[src/rtl/tmr_pkg.sv]
// Package with constants and types for the 8-bit timer with compare channel
//=============================================================================
//=============================================================================
package tmr_pkg;

  //===========================================================================
  // Widths and extreme counts
  localparam int          CNT_W       = 8;
  localparam int          PSC_W       = 10;
  localparam logic [7:0]  CNT_BOTTOM  = 8'h00;
  localparam logic [7:0]  CNT_MAX     = 8'hFF;
  localparam logic [7:0]  CNT_RST     = 8'h00;
  localparam logic [7:0]  CMP_RST     = 8'h00;

  //===========================================================================
  // Waveform mode encodings
  localparam logic [1:0]  WGM_NORMAL  = 2'h0;
  localparam logic [1:0]  WGM_PCPWM   = 2'h1;
  localparam logic [1:0]  WGM_CTC     = 2'h2;
  localparam logic [1:0]  WGM_FASTPWM = 2'h3;

  //===========================================================================
  // Compare output actions
  localparam logic [1:0]  COM_NONE    = 2'h0;
  localparam logic [1:0]  COM_TOGGLE  = 2'h1;
  localparam logic [1:0]  COM_CLEAR   = 2'h2;
  localparam logic [1:0]  COM_SET     = 2'h3;

  //===========================================================================
  // Clock select codes and prescaler masks
  localparam logic [2:0]  CS_STOP     = 3'h0;
  localparam logic [9:0]  PSC_DIV1    = 10'h000;
  localparam logic [9:0]  PSC_DIV8    = 10'h007;
  localparam logic [9:0]  PSC_DIV32   = 10'h01F;
  localparam logic [9:0]  PSC_DIV64   = 10'h03F;
  localparam logic [9:0]  PSC_DIV128  = 10'h07F;
  localparam logic [9:0]  PSC_DIV256  = 10'h0FF;
  localparam logic [9:0]  PSC_DIV1024 = 10'h3FF;

  //===========================================================================
  // Control bundle from the CPU side
  typedef struct packed {
    logic       async_clock_select;
    logic [2:0] clock_select_field;
    logic [1:0] waveform_mode_field;
    logic [1:0] compare_output_action;
  } tmr_ctrl_t;

  // Flag register layout
  typedef struct packed {
    logic compare_flag;
    logic overflow_flag;
  } tmr_flags_t;

  localparam tmr_flags_t FLAGS_RST = '{compare_flag: 1'b0,
                                       overflow_flag: 1'b0};

endpackage

[src/rtl/tmr_core.sv]
// Top of the 8-bit timer/counter with one output compare channel
`timescale 1ns/100ps
module tmr_core
  import tmr_pkg::*;
(
  // Clock and reset
  input  wire logic             MCLK,
  input  wire logic             RST_N,
  // Control fields
  input  wire tmr_ctrl_t        CTRL,
  // Crystal pin input, asynchronous
  input  wire logic             CRYSTAL_IN_PIN,
  // Counter access
  input  wire logic             CNT_WR,
  input  wire logic [7:0]       CNT_WDATA,
  // Compare access
  input  wire logic             CMP_WR,
  input  wire logic [7:0]       CMP_WDATA,
  // Flag register write, one clears
  input  wire logic             FLAG_WR,
  input  wire tmr_flags_t       FLAG_WDATA,
  // Mask register
  input  wire logic             COMPARE_IRQ_ENABLE,
  input  wire logic             OVERFLOW_IRQ_ENABLE,
  // Interrupt taken strobes
  input  wire logic             CMP_IRQ_ACK,
  input  wire logic             OVF_IRQ_ACK,
  // Force compare strobe
  input  wire logic             FORCE_COMPARE_STROBE,
  // Read back
  output logic [7:0]            COUNTER_VALUE,
  output logic [7:0]            COMPARE_VALUE,
  output tmr_flags_t            TIMER_FLAG_REG,
  // Waveform and interrupt outputs
  output logic                  COMPARE_OUTPUT,
  output logic                  CMP_IRQ,
  output logic                  OVF_IRQ
);

  //===========================================================================
  // State
  logic [7:0]  cnt_q;
  logic [7:0]  act_q;
  logic [7:0]  buf_q;
  logic        up_q;
  logic        block_q;
  logic        wave_q;
  tmr_flags_t  flags_q;
  logic        cmp_irq_q;
  logic        ovf_irq_q;
  logic        xs1_q;
  logic        xs2_q;
  logic        xs3_q;
  logic [7:0]  cmp_rd_q;

  //===========================================================================
  // Decoded mode
  logic        pwm_mode;
  logic        at_bottom;
  logic        at_max;
  logic        match;
  logic        top_hit;
  logic        src_pulse;
  logic        tick;
  logic        match_evt;
  logic        ovf_evt;
  logic        load_evt;

  assign pwm_mode  = (CTRL.waveform_mode_field == WGM_PCPWM) ||
                     (CTRL.waveform_mode_field == WGM_FASTPWM);
  assign at_bottom = (cnt_q == CNT_BOTTOM);
  assign at_max    = (cnt_q == CNT_MAX);
  assign match     = (cnt_q == act_q);

  // Top value follows the mode
  always_comb begin
    if (CTRL.waveform_mode_field == WGM_CTC) begin
      top_hit = match;
    end else begin
      top_hit = at_max;
    end
  end

  //===========================================================================
  // Crystal pin synchroniser and edge detect
  always_ff @(posedge MCLK) begin
    if (!RST_N) begin
      xs1_q <= 1'b0;
      xs2_q <= 1'b0;
      xs3_q <= 1'b0;
    end else begin
      xs1_q <= CRYSTAL_IN_PIN;
      xs2_q <= xs1_q;
      xs3_q <= xs2_q;
    end
  end

  // Source is I/O clock or crystal rising edge
  always_comb begin
    if (CTRL.async_clock_select) begin
      src_pulse = xs2_q && !xs3_q;
    end else begin
      src_pulse = 1'b1;
    end
  end

  tmr_prescaler u_psc (
    .clk                (MCLK),
    .rst_n              (RST_N),
    .src_pulse          (src_pulse),
    .clock_select_field (CTRL.clock_select_field),
    .timer_tick         (tick)
  );

  //===========================================================================
  // Tick events
  assign match_evt = tick && match && !block_q;

  // Overflow point per mode
  always_comb begin
    case (CTRL.waveform_mode_field)
      WGM_PCPWM: ovf_evt = tick && !up_q && at_bottom;
      default:   ovf_evt = tick && at_max;
    endcase
  end

  // Buffer transfer point: top (count at max) for both phase correct and fast
  always_comb begin
    case (CTRL.waveform_mode_field)
      WGM_PCPWM:   load_evt = tick && up_q && at_max;
      WGM_FASTPWM: load_evt = tick && at_max;
      default:     load_evt = 1'b0;
    endcase
  end

  //===========================================================================
  // Counter unit
  always_ff @(posedge MCLK) begin
    if (!RST_N) begin
      cnt_q <= CNT_RST;
    end else if (CNT_WR) begin
      cnt_q <= CNT_WDATA;
    end else if (tick) begin
      case (CTRL.waveform_mode_field)
        WGM_NORMAL: begin
          cnt_q <= cnt_q + 8'h01;
        end
        WGM_CTC: begin
          if (top_hit) begin
            cnt_q <= CNT_BOTTOM;
          end else begin
            cnt_q <= cnt_q + 8'h01;
          end
        end
        WGM_PCPWM: begin
          if (up_q && at_max) begin
            cnt_q <= cnt_q - 8'h01;
          end else if (!up_q && at_bottom) begin
            cnt_q <= cnt_q + 8'h01;
          end else if (up_q) begin
            cnt_q <= cnt_q + 8'h01;
          end else begin
            cnt_q <= cnt_q - 8'h01;
          end
        end
        default: begin
          cnt_q <= cnt_q + 8'h01;
        end
      endcase
    end
  end

  // Count direction, only phase correct ever counts down
  always_ff @(posedge MCLK) begin
    if (!RST_N) begin
      up_q <= 1'b1;
    end else if (CTRL.waveform_mode_field != WGM_PCPWM) begin
      up_q <= 1'b1;
    end else if (tick && up_q && at_max) begin
      up_q <= 1'b0;
    end else if (tick && !up_q && at_bottom) begin
      up_q <= 1'b1;
    end
  end

  // Match blocking after a counter write, released by the next tick
  always_ff @(posedge MCLK) begin
    if (!RST_N) begin
      block_q <= 1'b0;
    end else if (CNT_WR) begin
      block_q <= 1'b1;
    end else if (tick) begin
      block_q <= 1'b0;
    end
  end

  //===========================================================================
  // Compare buffer: CPU writes land here in PWM modes
  always_ff @(posedge MCLK) begin
    if (!RST_N) begin
      buf_q <= CMP_RST;
    end else if (CMP_WR) begin
      buf_q <= CMP_WDATA;
    end
  end

  // Active compare: direct write outside PWM, else loaded at top
  always_ff @(posedge MCLK) begin
    if (!RST_N) begin
      act_q <= CMP_RST;
    end else if (!pwm_mode) begin
      if (CMP_WR) begin
        act_q <= CMP_WDATA;
      end else begin
        act_q <= act_q;
      end
    end else if (load_evt) begin
      act_q <= buf_q;
    end
  end

  //===========================================================================
  // Waveform generator
  always_ff @(posedge MCLK) begin
    if (!RST_N) begin
      wave_q <= 1'b0;
    end else if (!pwm_mode) begin
      if (match_evt || FORCE_COMPARE_STROBE) begin
        case (CTRL.compare_output_action)
          COM_TOGGLE: wave_q <= !wave_q;
          COM_CLEAR:  wave_q <= 1'b0;
          COM_SET:    wave_q <= 1'b1;
          default:    wave_q <= wave_q;
        endcase
      end
    end else if (CTRL.waveform_mode_field == WGM_FASTPWM) begin
      if (match_evt) begin
        case (CTRL.compare_output_action)
          COM_CLEAR: wave_q <= 1'b0;
          COM_SET:   wave_q <= 1'b1;
          default:   wave_q <= wave_q;
        endcase
      end else if (tick && at_max) begin
        case (CTRL.compare_output_action)
          COM_CLEAR: wave_q <= 1'b1;
          COM_SET:   wave_q <= 1'b0;
          default:   wave_q <= wave_q;
        endcase
      end
    end else if (match_evt) begin
      case (CTRL.compare_output_action)
        COM_CLEAR: wave_q <= !up_q;
        COM_SET:   wave_q <= up_q;
        default:   wave_q <= wave_q;
      endcase
    end
  end

  //===========================================================================
  // Flags: hardware set beats any clear in the same cycle
  always_ff @(posedge MCLK) begin
    if (!RST_N) begin
      flags_q.compare_flag <= FLAGS_RST.compare_flag;
    end else if (match_evt) begin
      flags_q.compare_flag <= 1'b1;
    end else if (CMP_IRQ_ACK) begin
      flags_q.compare_flag <= 1'b0;
    end else if (FLAG_WR && FLAG_WDATA.compare_flag) begin
      flags_q.compare_flag <= 1'b0;
    end
  end

  always_ff @(posedge MCLK) begin
    if (!RST_N) begin
      flags_q.overflow_flag <= FLAGS_RST.overflow_flag;
    end else if (ovf_evt) begin
      flags_q.overflow_flag <= 1'b1;
    end else if (OVF_IRQ_ACK) begin
      flags_q.overflow_flag <= 1'b0;
    end else if (FLAG_WR && FLAG_WDATA.overflow_flag) begin
      flags_q.overflow_flag <= 1'b0;
    end
  end

  //===========================================================================
  // Masked interrupt requests, registered
  always_ff @(posedge MCLK) begin
    if (!RST_N) begin
      cmp_irq_q <= 1'b0;
      ovf_irq_q <= 1'b0;
    end else begin
      cmp_irq_q <= flags_q.compare_flag && COMPARE_IRQ_ENABLE;
      ovf_irq_q <= flags_q.overflow_flag && OVERFLOW_IRQ_ENABLE;
    end
  end

  // Compare read-back: buffer in PWM modes, active otherwise
  always_ff @(posedge MCLK) begin
    if (!RST_N) begin
      cmp_rd_q <= CMP_RST;
    end else if (pwm_mode) begin
      cmp_rd_q <= buf_q;
    end else begin
      cmp_rd_q <= act_q;
    end
  end

  //===========================================================================
  // Outputs
  assign COUNTER_VALUE  = cnt_q;
  assign COMPARE_VALUE  = cmp_rd_q;
  assign TIMER_FLAG_REG = flags_q;
  assign COMPARE_OUTPUT = wave_q;
  assign CMP_IRQ        = cmp_irq_q;
  assign OVF_IRQ        = ovf_irq_q;

endmodule

[src/rtl/tmr_prescaler.sv]
// Ten-bit prescaler producing the timer tick from a source pulse
`timescale 1ns/100ps
module tmr_prescaler
  import tmr_pkg::*;
(
  // Clock and reset
  input  wire logic       clk,
  input  wire logic       rst_n,
  // Source pulse and divide selection
  input  wire logic       src_pulse,
  input  wire logic [2:0] clock_select_field,
  // Timer tick
  output logic            timer_tick
);

  //===========================================================================
  // Mask of low prescaler bits that must all be one for a tick
  function automatic logic [9:0] div_mask(input logic [2:0] sel);
    case (sel)
      3'h1:    div_mask = PSC_DIV1;
      3'h2:    div_mask = PSC_DIV8;
      3'h3:    div_mask = PSC_DIV32;
      3'h4:    div_mask = PSC_DIV64;
      3'h5:    div_mask = PSC_DIV128;
      3'h6:    div_mask = PSC_DIV256;
      3'h7:    div_mask = PSC_DIV1024;
      default: div_mask = PSC_DIV1;
    endcase
  endfunction

  logic [PSC_W-1:0] psc_q;
  logic [PSC_W-1:0] mask;

  assign mask = div_mask(clock_select_field);

  // Free-running divider, advanced by each source pulse
  always_ff @(posedge clk) begin
    if (!rst_n) begin
      psc_q <= '0;
    end else if (src_pulse) begin
      psc_q <= psc_q + 10'h001;
    end
  end

  // Tick when the selected low bits roll over; none when stopped
  assign timer_tick = src_pulse && (clock_select_field != CS_STOP)
                      && ((psc_q & mask) == mask);

endmodule

[config.mk]
export PLATFORM = sky130hd
export DESIGN_NAME = tmr_core
export DESIGN_NICKNAME = d
export VERILOG_FILES = /design/src/rtl/tmr_pkg.sv /design/src/rtl/tmr_core.sv /design/src/rtl/tmr_prescaler.sv
export SDC_FILE = /design/constraint.sdc
export NUM_CORES = 1
export LEC_CHECK = 0
export BUFFER_PORTS_ARGS = -buffer_cell sky130_fd_sc_hd__buf_4
export CAP_MARGIN = 15
export CORE_ASPECT_RATIO = 0.5
export CORE_MARGIN = 8
export CORE_UTILIZATION = 55
export CTS_CLUSTER_DIAMETER = 100
export DETAILED_ROUTE_END_ITERATION = 12
export GPL_TIMING_DRIVEN = 1
export PLACE_DENSITY = 0.76
export SKIP_CTS_REPAIR_TIMING = 1
export SLEW_MARGIN = 15
export SYNTH_ARGS = -nofsm -noshare
export SYNTH_HDL_FRONTEND = slang
export SYNTH_SLANG_ARGS = --single-unit
[constraint.sdc]
create_clock -name MCLK -period 2.31 [get_ports MCLK]
set_input_delay 0.231 -clock MCLK [delete_from_list [all_inputs] [get_ports MCLK]]
set_output_delay 0.231 -clock MCLK [all_outputs]
set_load 0.05 [all_outputs]
==> results of run 1 <==
-- power groups by stage --
stage | clock [mW] | combinational (mW) | sequential, mW
finish | 0.522 | 0.431 | 0.986
global route | 0.577 | 0.469 | 0.993
CTS | 0.538 | 0.432 | 0.986
detailed placement | 0 | 0.430 | 1.01
global placement | 0 | 0.423 | 1.00
floorplan | 0 | 0.240 | 1.05
-- cell usage after synthesis (2+ instances only) --
library cell	number
a211oi_1	5
a21oi_1	19
a311oi_1	6
a311oi_2	2
a31oi_1	4
and2_1	4
and3_1	5
buf_1	2
buf_2	4
buf_6	4
clkbuf_1	8
dfxtp_1	52
ha_1	7
inv_1	12
mux2i_1	9
nand2_1	47
nand2b_1	3
nand3_1	8
nand4_1	2
nor2_1	38
nor3_1	7
nor4_1	2
nor4b_1	3
o2111ai_1	2
o21ai_0	7
o221ai_1	6
xnor2_1	10
xor2_1	15
-- worst min path at each step --
stage	end	slack [ps]	cells past startpoint
CTS	xs1_q$_SDFF_PN0_	130	2
detailed placement	xs2_q$_SDFF_PN0_	430	1
global route	xs1_q$_SDFF_PN0_	130	2
finish	xs1_q$_SDFF_PN0_	130	2
floorplan	xs1_q$_SDFF_PN0_	360	1
global placement	xs2_q$_SDFF_PN0_	420	1
-- worst register-to-register path: stages, from the launching register on --
cell	delay, ps
dfxtp_2	420
ha_1	210
and3_1	260
nand3_1	230
o41ai_4	360
buf_4	270
nor2_1	60
a311oi_1	230
-- per-layer routing --
metal,global-route usage [%],wire length (microns),up-vias
li1,-,-,1254
met1,23.3,3060,1167
met2,29.5,3120,89
met3,3.83,487,4
met4,3.00,46,0
met5,0,0,-
-- registers in the layout, indices dropped and copies added (netlist names), 2 cells and up --
name	count
COMPARE_VALUE	8
act_q	8
buf_q	8
COUNTER_VALUE	8
TIMER_FLAG_REG	2
u_psc.psc_q	10
-- layout make-up --
| class | instances | area, sq um | area share (%) |
|---|---|---|---|
| clock buffer | 5 | 68.8 | 2.03 |
| clock inverter | 3 | 23.8 | 0.701 |
| inverter | 12 | 45.0 | 1.33 |
| multi-input combinational | 242 | 1610 | 47.3 |
| sequential | 52 | 1040 | 30.8 |
| tap | 70 | 87.6 | 2.58 |
| timing repair buffer | 69 | 518 | 15.3 |
-- cell families (layout without fill, tap and decap cells) --
family / after synthesis / after routing / synth area share, %
AOI/OAI and AO/OA: 68 / 68 / 19.3
adders and majority gates: 7 / 7 / 3.13
DFF: 52 / 52 / 37.2
buffers and inverters: 30 / 89 / 5.28
xor gates and xnor gates: 26 / 26 / 8.42
and+or+nand+nor: 132 / 132 / 23.4
muxes: 9 / 9 / 3.22
==> summary.md, run 1 <==
| Metric | Value |
|---|---|
| Run status | `finished clean` |
| Cells after DPL | `445` |
| Starting Density | `56.9%` |
| Reg clk slew, reported paths | `around 100 ps` |
| Worst rel slew slack | `52.7%` |
| Die Span Y | `roughly 66 microns` |
| Unrepaired setup endpoints after global routing | `false` |
| Max VDD drop | `410 uV` |
| Area leader, netlist | `dfxtp_1` |
| R2r setup slk | `between 150 and 200 ps` |
| Core ar. | `~0.005 sq mm` |
| Clock network power share | `26.9%` |
| Drt total wl | `6710 microns` |
| Io pins | `just under 60` |
| Crit-path max cell delay | `420 ps` |
| Synth top area cells | `dfxtp_1 37%, nand2_1 6.3%, nor2_1 5.1%` |
| Pleak | `1.43 nW` |
| # fillers | `415` |
| Synthesized instance count | `roughly 320` |
| Total track usage | `~18%` |
| Max-cap violations | `0` |
| Worst path depth | `7` |
| Switching power | `600 uW` |
| Final setup fails | `0` |
| Warnings from Yosys | `0` |
| # diodes | `0` |
| Avg Inst Size Synth | `8.63 sq um` |
| Int Pwr | `1.34 mW` |
| Sequential share of power | `50.9%` |
| DRC | `0` |
| Finished Layout Cells | `approximately 450` |
| Crit path cell chain | `ha_1, and3_1, nand3_1, o41ai_4, buf_4, nor2_1, a311oi_1` |
| CTS root buffer | `clkbuf_8` |
| Post-synth top area share | `37.2%` |
| Arrival @ worst endpoint | `2350 ps` |
| Largest net degree at the start of global routing | `28` |
| Fin crit share | `92.3%` |
| CTS tree | `yes` |
| Mapped Nets | `~370` |
| GRT overflow | `0` |
| DR vias | `roughly 2500` |
| Clk sinks | `52` |
| Initial antenna violation count | `0` |
| Gpl congestion | `0.943` |
| Register-to-Register Path Depth | `7` |
| Fin util | `between 60% and 70%` |
| Fin Clk Skew | `7.67 ps` |
| Final Max Tran Viols | `0` |
| Row count | `18` |
| Vias in the first global route | `between 2000 and 2500` |
| CTS Buf Count | `5` |
| Most frequent cells in the layout | `69 x buf_4, 50 x dfxtp_1, 47 x nand2_1, 38 x nor2_1, 19 x a21oi_1` |
| RR Endpoint | `act_q[2]$_SDFFE_PN0P_` |
| Detail Placement HPWL | `5220 microns` |
| Combinational Power Share | `22.2%` |
| Critical R2R Launch | `COUNTER_VALUE[0]$_SDFFE_PN0P_` |
| Worst path slowest cell | `dfxtp_2` |
| Commonest non-fill, non-tap cell in the layout | `buf_4` |
| Fmax | `between 400 and 500 MHz` |
| H-tree depth | `2` |
| DRT iter0 DRCs | `149` |
| DR vias/cell | `5.55` |
| Total chip power | `1.94 mW` |
| Required @ worst endpoint | `2520 ps` |
| Sw Share | `30.9%` |
| Actual slew at the worst max-slew pin | `702 ps` |
| Buf+Inv Stages, Crit Path | `1` |
| Placed inst area | `0.00330 sq mm` |
| First-pass GRT wire length | `11100 microns` |
| Start point of the critical path | `COUNTER_VALUE[0]$_SDFFE_PN0P_` |
| Hold_sp | `CRYSTAL_IN_PIN` |
| Worst hold path class | `in -> reg` |
| Pwr dens | `571 mW/mm^2` |
| I/O Buffers | `57` |
| Area Growth Syn to Fin | `21.4%` |
| End point of the critical path | `act_q[2]$_SDFFE_PN0P_` |
| Post-synth ARST share | `0%` |
| Max clock buf depth | `2` |
| Period minus WS final | `2130 ps` |
| Delay-heaviest family, CP | `compound AO/OA/AOI/OAI gates` |
| Number of synthesized flops with an enable pin | `0` |
| Wirelength per Cell | `14.8 microns` |
| TNS Setup | `0 ps` |
| Netlist Area Pre-Place | `about 0.0028 sq mm` |
| DR pass1 iterations | `4` |
| Kind of critical path | `reg -> reg` |
| Synth cell types | `59` |
| Antenna-violating nets left | `0` |
| Clock latency on the worst-skew pair | `300 ps` |
| Worst setup margin | `~180 ps` |
| Sequential-to-total area share from yosys stat | `a little under two fifths` |
| Ys flop type | `dfxtp_1` |
| Crit path max fanout | `16` |
| Hold Vio Cnt, Final | `0` |
| WHS | `134 ps` |
| Full die area | `between 0.007 and 0.008 sq mm` |
| Fin area | `0.00339 sq mm` |
| Setup crit start kind | `flop` |
| Place WS | `a little under 200 ps` |
| Worst setup EP type | `flop` |
| Die Wd | `117 microns` |
| Post-layout net count | `426` |
| Layout cell share with drive strength beyond 1 | `25.1%` |
| Synth Register Bits | `52` |
Power figures use the tool's default switching activity.
==> run 2, diff against run 1 <==
--- a/config.mk
+++ b/config.mk
@@ -10,10 +10,11 @@
 export CORE_ASPECT_RATIO = 0.5
 export CORE_MARGIN = 8
 export CORE_UTILIZATION = 55
-export CTS_CLUSTER_DIAMETER = 100
+export CTS_CLUSTER_DIAMETER = 50
 export DETAILED_ROUTE_END_ITERATION = 12
 export GPL_TIMING_DRIVEN = 1
 export PLACE_DENSITY = 0.76
+export REMOVE_ABC_BUFFERS = 1
 export SKIP_CTS_REPAIR_TIMING = 1
 export SLEW_MARGIN = 15
 export SYNTH_ARGS = -nofsm -noshare
==> constraint.sdc (replaced) <==
create_clock -name MCLK -period 2.31 [get_ports MCLK]
set_input_delay 0.231 -clock MCLK [delete_from_list [all_inputs] [get_ports MCLK]]
set_output_delay 0.231 -clock MCLK [all_outputs]
set_load 0.02 [all_outputs]
==> summary.md, run 2 (synthesized netlist as in run 1, its figures left out) <==
| Metric | Value |
|---|---|
| Run status | `finished clean (unchanged)` |
| End point of the critical path | `COUNTER_VALUE[4]$_SDFFE_PN0P_ (was act_q[2]$_SDFFE_PN0P_)` |
| DRC | `0 (unchanged)` |
| Worst rel slew slack | `55.8% (was 52.7%)` |
| Max clock buf depth | `2 (unchanged)` |
| Fin Clk Skew | `10.5 ps (was 7.67 ps)` |
| Final Max Tran Viols | `0 (unchanged)` |
| # fillers | `408 (was 415)` |
| Kind of critical path | `reg -> reg (unchanged)` |
| DRT iter0 DRCs | `138 (was 149)` |
| Vias in the first global route | `2447 (was 2407)` |
| Period minus WS final | `2140 ps (was 2130 ps)` |
| Cells after DPL | `447 (was 445)` |
| Clock latency on the worst-skew pair | `320 ps (was 300 ps)` |
| Worst path slowest cell | `a221o_2 (was dfxtp_2)` |
| CTS Buf Count | `5 (unchanged)` |
| Antenna-violating nets left | `0 (unchanged)` |
| Worst hold path class | `in -> reg (unchanged)` |
| Crit-path max cell delay | `450 ps (was 420 ps)` |
| DR vias/cell | `5.62 (was 5.55)` |
| Max-cap violations | `0 (unchanged)` |
| Post-layout net count | `428 (was 426)` |
| Fin crit share | `92.6% (was 92.3%)` |
| Largest register by flop count | `u_psc.psc_q (unchanged)` |
| I/O Buffers | `57 (unchanged)` |
| R2r setup slk | `170 ps (was 180 ps)` |
| Clk sinks | `52 (unchanged)` |
| Final setup fails | `0 (unchanged)` |
| Finished Layout Cells | `455 (was 453)` |
| Pwr dens | `560 mW/mm^2 (was 571 mW/mm^2)` |
| Wirelength per Cell | `15.2 microns (was 14.8 microns)` |
| Full die area | `0.00776 sq mm (unchanged)` |
| Starting Density | `56.9% (unchanged)` |
| Max VDD drop | `327 uV (was 410 uV)` |
| Hold path cells | `2 (unchanged)` |
| Storage element area | `0.00104 sq mm (unchanged)` |
| Drt total wl | `6920 microns (was 6710 microns)` |
| TNS Setup | `0 ps (unchanged)` |
| Core ar. | `0.00491 sq mm (unchanged)` |
| DR vias | `2555 (was 2514)` |
| Die Span Y | `66.4 microns (unchanged)` |
| Start point of the critical path | `COUNTER_VALUE[0]$_SDFFE_PN0P_ (unchanged)` |
| GRT overflow | `0 (unchanged)` |
| Detail Placement HPWL | `5270 microns (was 5220 microns)` |
| Unrepaired setup endpoints after global routing | `false (unchanged)` |
| Initial antenna violation count | `0 (unchanged)` |
| Crit path max fanout | `7 (was 16)` |
| Required @ worst endpoint | `2500 ps (was 2520 ps)` |
| Most frequent cells in the layout | `71 x buf_4, 50 x dfxtp_1, 47 x nand2_1, 38 x nor2_1, 19 x a21oi_1 (was 69 x buf_4, 50 x dfxtp_1, 47 x nand2_1, 38 x nor2_1, 19 x a21oi_1)` |
| Setup crit start kind | `flop (unchanged)` |
| # diodes | `0 (unchanged)` |
| Register-to-Register Path Depth | `7 (unchanged)` |
| Crit path cell chain | `ha_1, and3_1, a31o_2, nand2_1, a221o_2, a2111oi_2, a211oi_1 (was ha_1, and3_1, nand3_1, o41ai_4, buf_4, nor2_1, a311oi_1)` |
| First-pass GRT wire length | `11500 microns (was 11100 microns)` |
| Row count | `18 (unchanged)` |
| Total track usage | `18.5% (was 17.7%)` |
| Fmax | `467 MHz (was 469 MHz)` |
| Commonest non-fill, non-tap cell in the layout | `buf_4 (unchanged)` |
| Gpl congestion | `0.960 (was 0.943)` |
| Pleak | `1.44 nW (was 1.43 nW)` |
| H-tree depth | `2 (unchanged)` |
| Layout cell share with drive strength beyond 1 | `25.5% (was 25.1%)` |
| Critical R2R Launch | `COUNTER_VALUE[0]$_SDFFE_PN0P_ (unchanged)` |
| Max FFs per register | `10 (unchanged)` |
| Arrival @ worst endpoint | `2330 ps (was 2350 ps)` |
| DR pass1 iterations | `6 (was 4)` |
| Multi-input gate area | `0.00161 sq mm (unchanged)` |
| Area Growth Syn to Fin | `21.9% (was 21.4%)` |
| CTS root buffer | `clkbuf_8 (unchanged)` |
| Total chip power | `1.91 mW (was 1.94 mW)` |
| Die Wd | `117 microns (unchanged)` |
| Largest net degree at the start of global routing | `26 (was 28)` |
| Worst setup EP type | `flop (unchanged)` |
| Io pins | `58 (unchanged)` |
| Reg clk slew, reported paths | `90 ps (was 100 ps)` |
| CTS tree | `yes (unchanged)` |
| Hold Vio Cnt, Final | `0 (unchanged)` |
| RR Endpoint | `COUNTER_VALUE[4]$_SDFFE_PN0P_ (was act_q[2]$_SDFFE_PN0P_)` |
| Actual slew at the worst max-slew pin | `661 ps (was 702 ps)` |
## run 2: cell count changes in the layout (fill, tap and decap cells not counted), sizes merged
| cell | previous run | this run |
|---|---|---|
| buf | 69 | 71 |
## run 2: metal layers
layer	wire [microns]	track usage, %	share of wire [%]	up-vias
met5	0	0	0	-
met1	3030	23.8	44	1193
met4	78	6.00	1.1	0
met3	547	4.55	7.9	10
met2	3260	30.1	47	95
li1	-	-	-	1257
## run 2: area by class of cell
type | instances | area share [%]
Clock buffer | 5 | 2.02
Clock inverter | 3 | 0.698
Multi-Input combinational cell | 242 | 47.1
Sequential cell | 52 | 30.6
Tap cell | 70 | 2.57
Inverter | 12 | 1.32
Timing Repair Buffer | 71 | 15.6
## run 2: power breakdown
group | internal [mW] | switching (mW)
combinational | 0.182 | 0.212
sequential | 0.942 | 0.0428
clock | 0.215 | 0.313
## run 2: per-stage QoR
step                      hold slack [ps]  utilization [%]  setup slack, ps  instance area, sq um
final                                 126             69.4              170                  3410
after global routing                  134             69.4             36.9                  3410
after CTS                             126             69.4             64.0                  3410
after detailed placement              426             67.5              119                  3310
after global placement                416             67.5              242                  3310
after floorplan                       328                -             34.9                  2690
## run 2: worst max-delay path: cells and delay by family, from the launching register on
family | cells | cell delay [ps]
flops | 1 | 430
simple gates | 2 | 310
fa+ha+maj | 1 | 220
compound gates | 4 | 1060
## run 2: worst min path at each step
stage                                   end        startpoint  slack, ps
after detailed placement   xs2_q$_SDFF_PN0_  xs1_q$_SDFF_PN0_        430
final                      xs1_q$_SDFF_PN0_    CRYSTAL_IN_PIN        130
after floorplan           up_q$_SDFFE_PP1P_             RST_N        330
after CTS                  xs1_q$_SDFF_PN0_    CRYSTAL_IN_PIN        130
after global routing       xs1_q$_SDFF_PN0_    CRYSTAL_IN_PIN        130
after global placement     xs2_q$_SDFF_PN0_  xs1_q$_SDFF_PN0_        420
==> run 3, diff against run 2 <==
--- a/config.mk
+++ b/config.mk
@@ -14,6 +14,7 @@
 export DETAILED_ROUTE_END_ITERATION = 12
 export GPL_TIMING_DRIVEN = 1
 export PLACE_DENSITY = 0.76
+export RECOVER_POWER = 100
 export REMOVE_ABC_BUFFERS = 1
 export SKIP_CTS_REPAIR_TIMING = 1
 export SLEW_MARGIN = 15
==> summary.md, run 3 (synthesized netlist as in run 1, its figures left out) <==
| Metric | Value |
|---|---|
| Initial antenna violation count | `0 (unchanged)` |
| Setup crit start kind | `flop (unchanged)` |
| # diodes | `0 (unchanged)` |
| Worst hold path class | `in -> reg (unchanged)` |
| Die Span Y | `66.4 microns (unchanged)` |
| Hold path cells | `2 (unchanged)` |
| Switching power | `567 uW (was 568 uW)` |
| Unrepaired setup endpoints after global routing | `false (unchanged)` |
| DRC | `0 (unchanged)` |
| Met2 wire len | `3260 microns (about the same)` |
| CTS tree | `yes (unchanged)` |
| Worst path depth | `8 (was 7)` |
| M1 WL | `3080 microns (was 3030 microns)` |
| Row count | `18 (unchanged)` |
| Fin crit share | `93.6% (was 92.6%)` |
| Worst rel slew slack | `53.2% (was 55.8%)` |
| RR Endpoint | `COUNTER_VALUE[3]$_SDFFE_PN0P_ (was COUNTER_VALUE[4]$_SDFFE_PN0P_)` |
| Antenna-violating nets left | `0 (unchanged)` |
| R2r setup slk | `150 ps (was 170 ps)` |
| DRT iter0 DRCs | `161 (was 138)` |
| Crit path cell chain | `inv_1, ha_1, nor4b_1, and2_0, nor3b_1, clkbuf_2, a21boi_0, a211oi_1 (was ha_1, and3_1, a31o_2, nand2_1, a221o_2, a2111oi_2, a211oi_1)` |
| DR pass1 iterations | `4 (was 6)` |
| Kind of critical path | `reg -> reg (unchanged)` |
| Clk sinks | `52 (unchanged)` |
| I/O Buffers | `57 (unchanged)` |
| Clock network power share | `28.1% (was 27.7%)` |
| Register-to-Register Path Depth | `8 (was 7)` |
| Arrival @ worst endpoint | `2390 ps (was 2330 ps)` |
| Layout cell share with drive strength beyond 1 | `19.5% (was 25.5%)` |
| TNS Setup | `0 ps (unchanged)` |
| Gpl congestion | `0.960 (unchanged)` |
| Start point of the critical path | `COUNTER_VALUE[0]$_SDFFE_PN0P_ (unchanged)` |
| Final setup fails | `0 (unchanged)` |
| Drt total wl | `6990 microns (was 6920 microns)` |
| Uppermost routed layer | `met4 (unchanged)` |
| Met3 wire len | `578 microns (was 547 microns)` |
| Vias in the first global route | `2447 (unchanged)` |
| Io pins | `58 (unchanged)` |
| Period minus WS final | `2160 ps (was 2140 ps)` |
| Hold Vio Cnt, Final | `0 (unchanged)` |
| Final Max Tran Viols | `0 (unchanged)` |
| Commonest non-fill, non-tap cell in the layout | `dfxtp_1 (was buf_4)` |
| Critical R2R Launch | `COUNTER_VALUE[0]$_SDFFE_PN0P_ (unchanged)` |
| Worst setup EP type | `flop (unchanged)` |
| Die Wd | `117 microns (unchanged)` |
| DR vias/cell | `5.60 (was 5.62)` |
| Crit path max fanout | `5 (was 7)` |
| Largest net degree at the start of global routing | `26 (unchanged)` |
| Int Pwr | `1.32 mW (was 1.34 mW)` |
| Pleak | `1.33 nW (was 1.44 nW)` |
| Fin Clk Skew | `7.68 ps (was 10.5 ps)` |
| Combinational Power Share | `19.8% (was 20.6%)` |
| Detail Placement HPWL | `5270 microns (unchanged)` |
| Area Growth Syn to Fin | `18.1% (was 21.9%)` |
| Wirelength per Cell | `15.4 microns (was 15.2 microns)` |
| Fmax | `462 MHz (was 467 MHz)` |
| Placed inst area | `0.00331 sq mm (unchanged)` |
| Buf+Inv Stages, Crit Path | `2 (was 0)` |
| Full die area | `0.00776 sq mm (unchanged)` |
| Max clock buf depth | `2 (unchanged)` |
| Clock latency on the worst-skew pair | `310 ps (was 320 ps)` |
| Run status | `finished clean (unchanged)` |
| Max FFs per register | `10 (unchanged)` |
| CTS root buffer | `clkbuf_8 (unchanged)` |
| Place WS | `119 ps (unchanged)` |
| Sequential share of power | `52.1% (was 51.7%)` |
| H-tree depth | `2 (unchanged)` |
| Delay-heaviest family, CP | `simple AND/OR/NAND/NOR gates (was compound AO/OA/AOI/OAI gates)` |
| Hold_sp | `CRYSTAL_IN_PIN (unchanged)` |
| Total track usage | `18.5% (unchanged)` |
| Sw Share | `30.0% (was 29.8%)` |
| GRT overflow | `0 (unchanged)` |
| Required @ worst endpoint | `2540 ps (was 2500 ps)` |
| Starting Density | `56.9% (unchanged)` |
| Most frequent cells in the layout | `50 x dfxtp_1, 49 x buf_4, 47 x nand2_1, 38 x nor2_1, 20 x clkbuf_1 (was 71 x buf_4, 50 x dfxtp_1, 47 x nand2_1, 38 x nor2_1, 19 x a21oi_1)` |
| WHS | `123 ps (was 126 ps)` |
| Finished Layout Cells | `455 (unchanged)` |
| Core ar. | `0.00491 sq mm (unchanged)` |
| Pwr dens | `573 mW/mm^2 (was 560 mW/mm^2)` |
| Max VDD drop | `326 uV (was 327 uV)` |
| Endpoint, Worst Hold | `xs1_q$_SDFF_PN0_ (unchanged)` |
| Largest register by flop count | `u_psc.psc_q (unchanged)` |
| Cells after DPL | `447 (unchanged)` |
| Reg clk slew, reported paths | `90 ps (about the same)` |
| Crit-path max cell delay | `430 ps (was 450 ps)` |
| CTS Buf Count | `5 (unchanged)` |
| First-pass GRT wire length | `11500 microns (unchanged)` |
| Post-layout net count | `428 (unchanged)` |
| Actual slew at the worst max-slew pin | `703 ps (was 661 ps)` |
| Worst setup margin | `147 ps (was 170 ps)` |
| DR vias | `2546 (was 2555)` |
| Fin area | `0.00330 sq mm (was 0.00341 sq mm)` |
| Worst path slowest cell | `dfxtp_1 (was a221o_2)` |
| Max-cap violations | `0 (unchanged)` |
-- run 3: cell count changes in the layout (fill, tap and decap cells not counted), sizes merged --
cell and delta:
buf -22, clkbuf +22
-- run 3: power groups by stage --
| stage | logic (mW) | clock network, mW | registers, mW |
|---|---|---|---|
| after floorplan | 0.204 | 0 | 1.03 |
| after global routing | 0.412 | 0.580 | 0.991 |
| after CTS | 0.394 | 0.539 | 0.984 |
| final | 0.375 | 0.530 | 0.984 |
| after detailed placement | 0.392 | 0 | 1.00 |
| after global placement | 0.386 | 0 | 1.00 |
-- run 3: worst reg2reg max path: cells and delay by family, from the launching register on --
| kind | cells | cell delay, ps |
|---|---|---|
| fa+ha+maj | 1 | 210 |
| buf+inv | 2 | 370 |
| flops | 1 | 430 |
| simple gates | 3 | 740 |
| compound gates | 2 | 340 |
-- run 3: worst max-delay path by stage --
| stage | endpoint | slack, ps |
|---|---|---|
| after CTS | COUNTER_VALUE[4]$_SDFFE_PN0P_ | 60 |
| after global placement | COUNTER_VALUE[2]$_SDFFE_PN0P_ | 240 |
| final | COUNTER_VALUE[3]$_SDFFE_PN0P_ | 150 |
| after detailed placement | COUNTER_VALUE[4]$_SDFFE_PN0P_ | 120 |
| after floorplan | act_q[0]$_SDFFE_PN0P_ | 30 |
| after global routing | act_q[7]$_SDFFE_PN0P_ | 30 |
-- run 3: stage by stage --
| stage | utilization [%] | total power [mW] |
|---|---|---|
| after floorplan | - | 1.23 |
| after global placement | 67.5 | 1.39 |
| after global routing | 67.2 | 1.98 |
| final | 67.2 | 1.89 |
| after detailed placement | 67.5 | 1.40 |
| after CTS | 69.4 | 1.92 |
-- run 3: area by class of cell --
type | count | area (sq um)
Inverter | 12 | 45.0
Fill cell | 431 | 1610
Clock inverter | 3 | 23.8
Sequential cell | 52 | 1040
Multi-Input combinational cell | 242 | 1580
Clock buffer | 5 | 68.8
Timing Repair Buffer | 71 | 453
Tap cell | 70 | 87.6
-- run 3: layer usage --
metal | global-route usage [%] | up-vias
met5 | 0 | -
met3 | 4.55 | 9
li1 | - | 1255
met2 | 30.1 | 85
met1 | 23.8 | 1197
met4 | 6.00 | 0
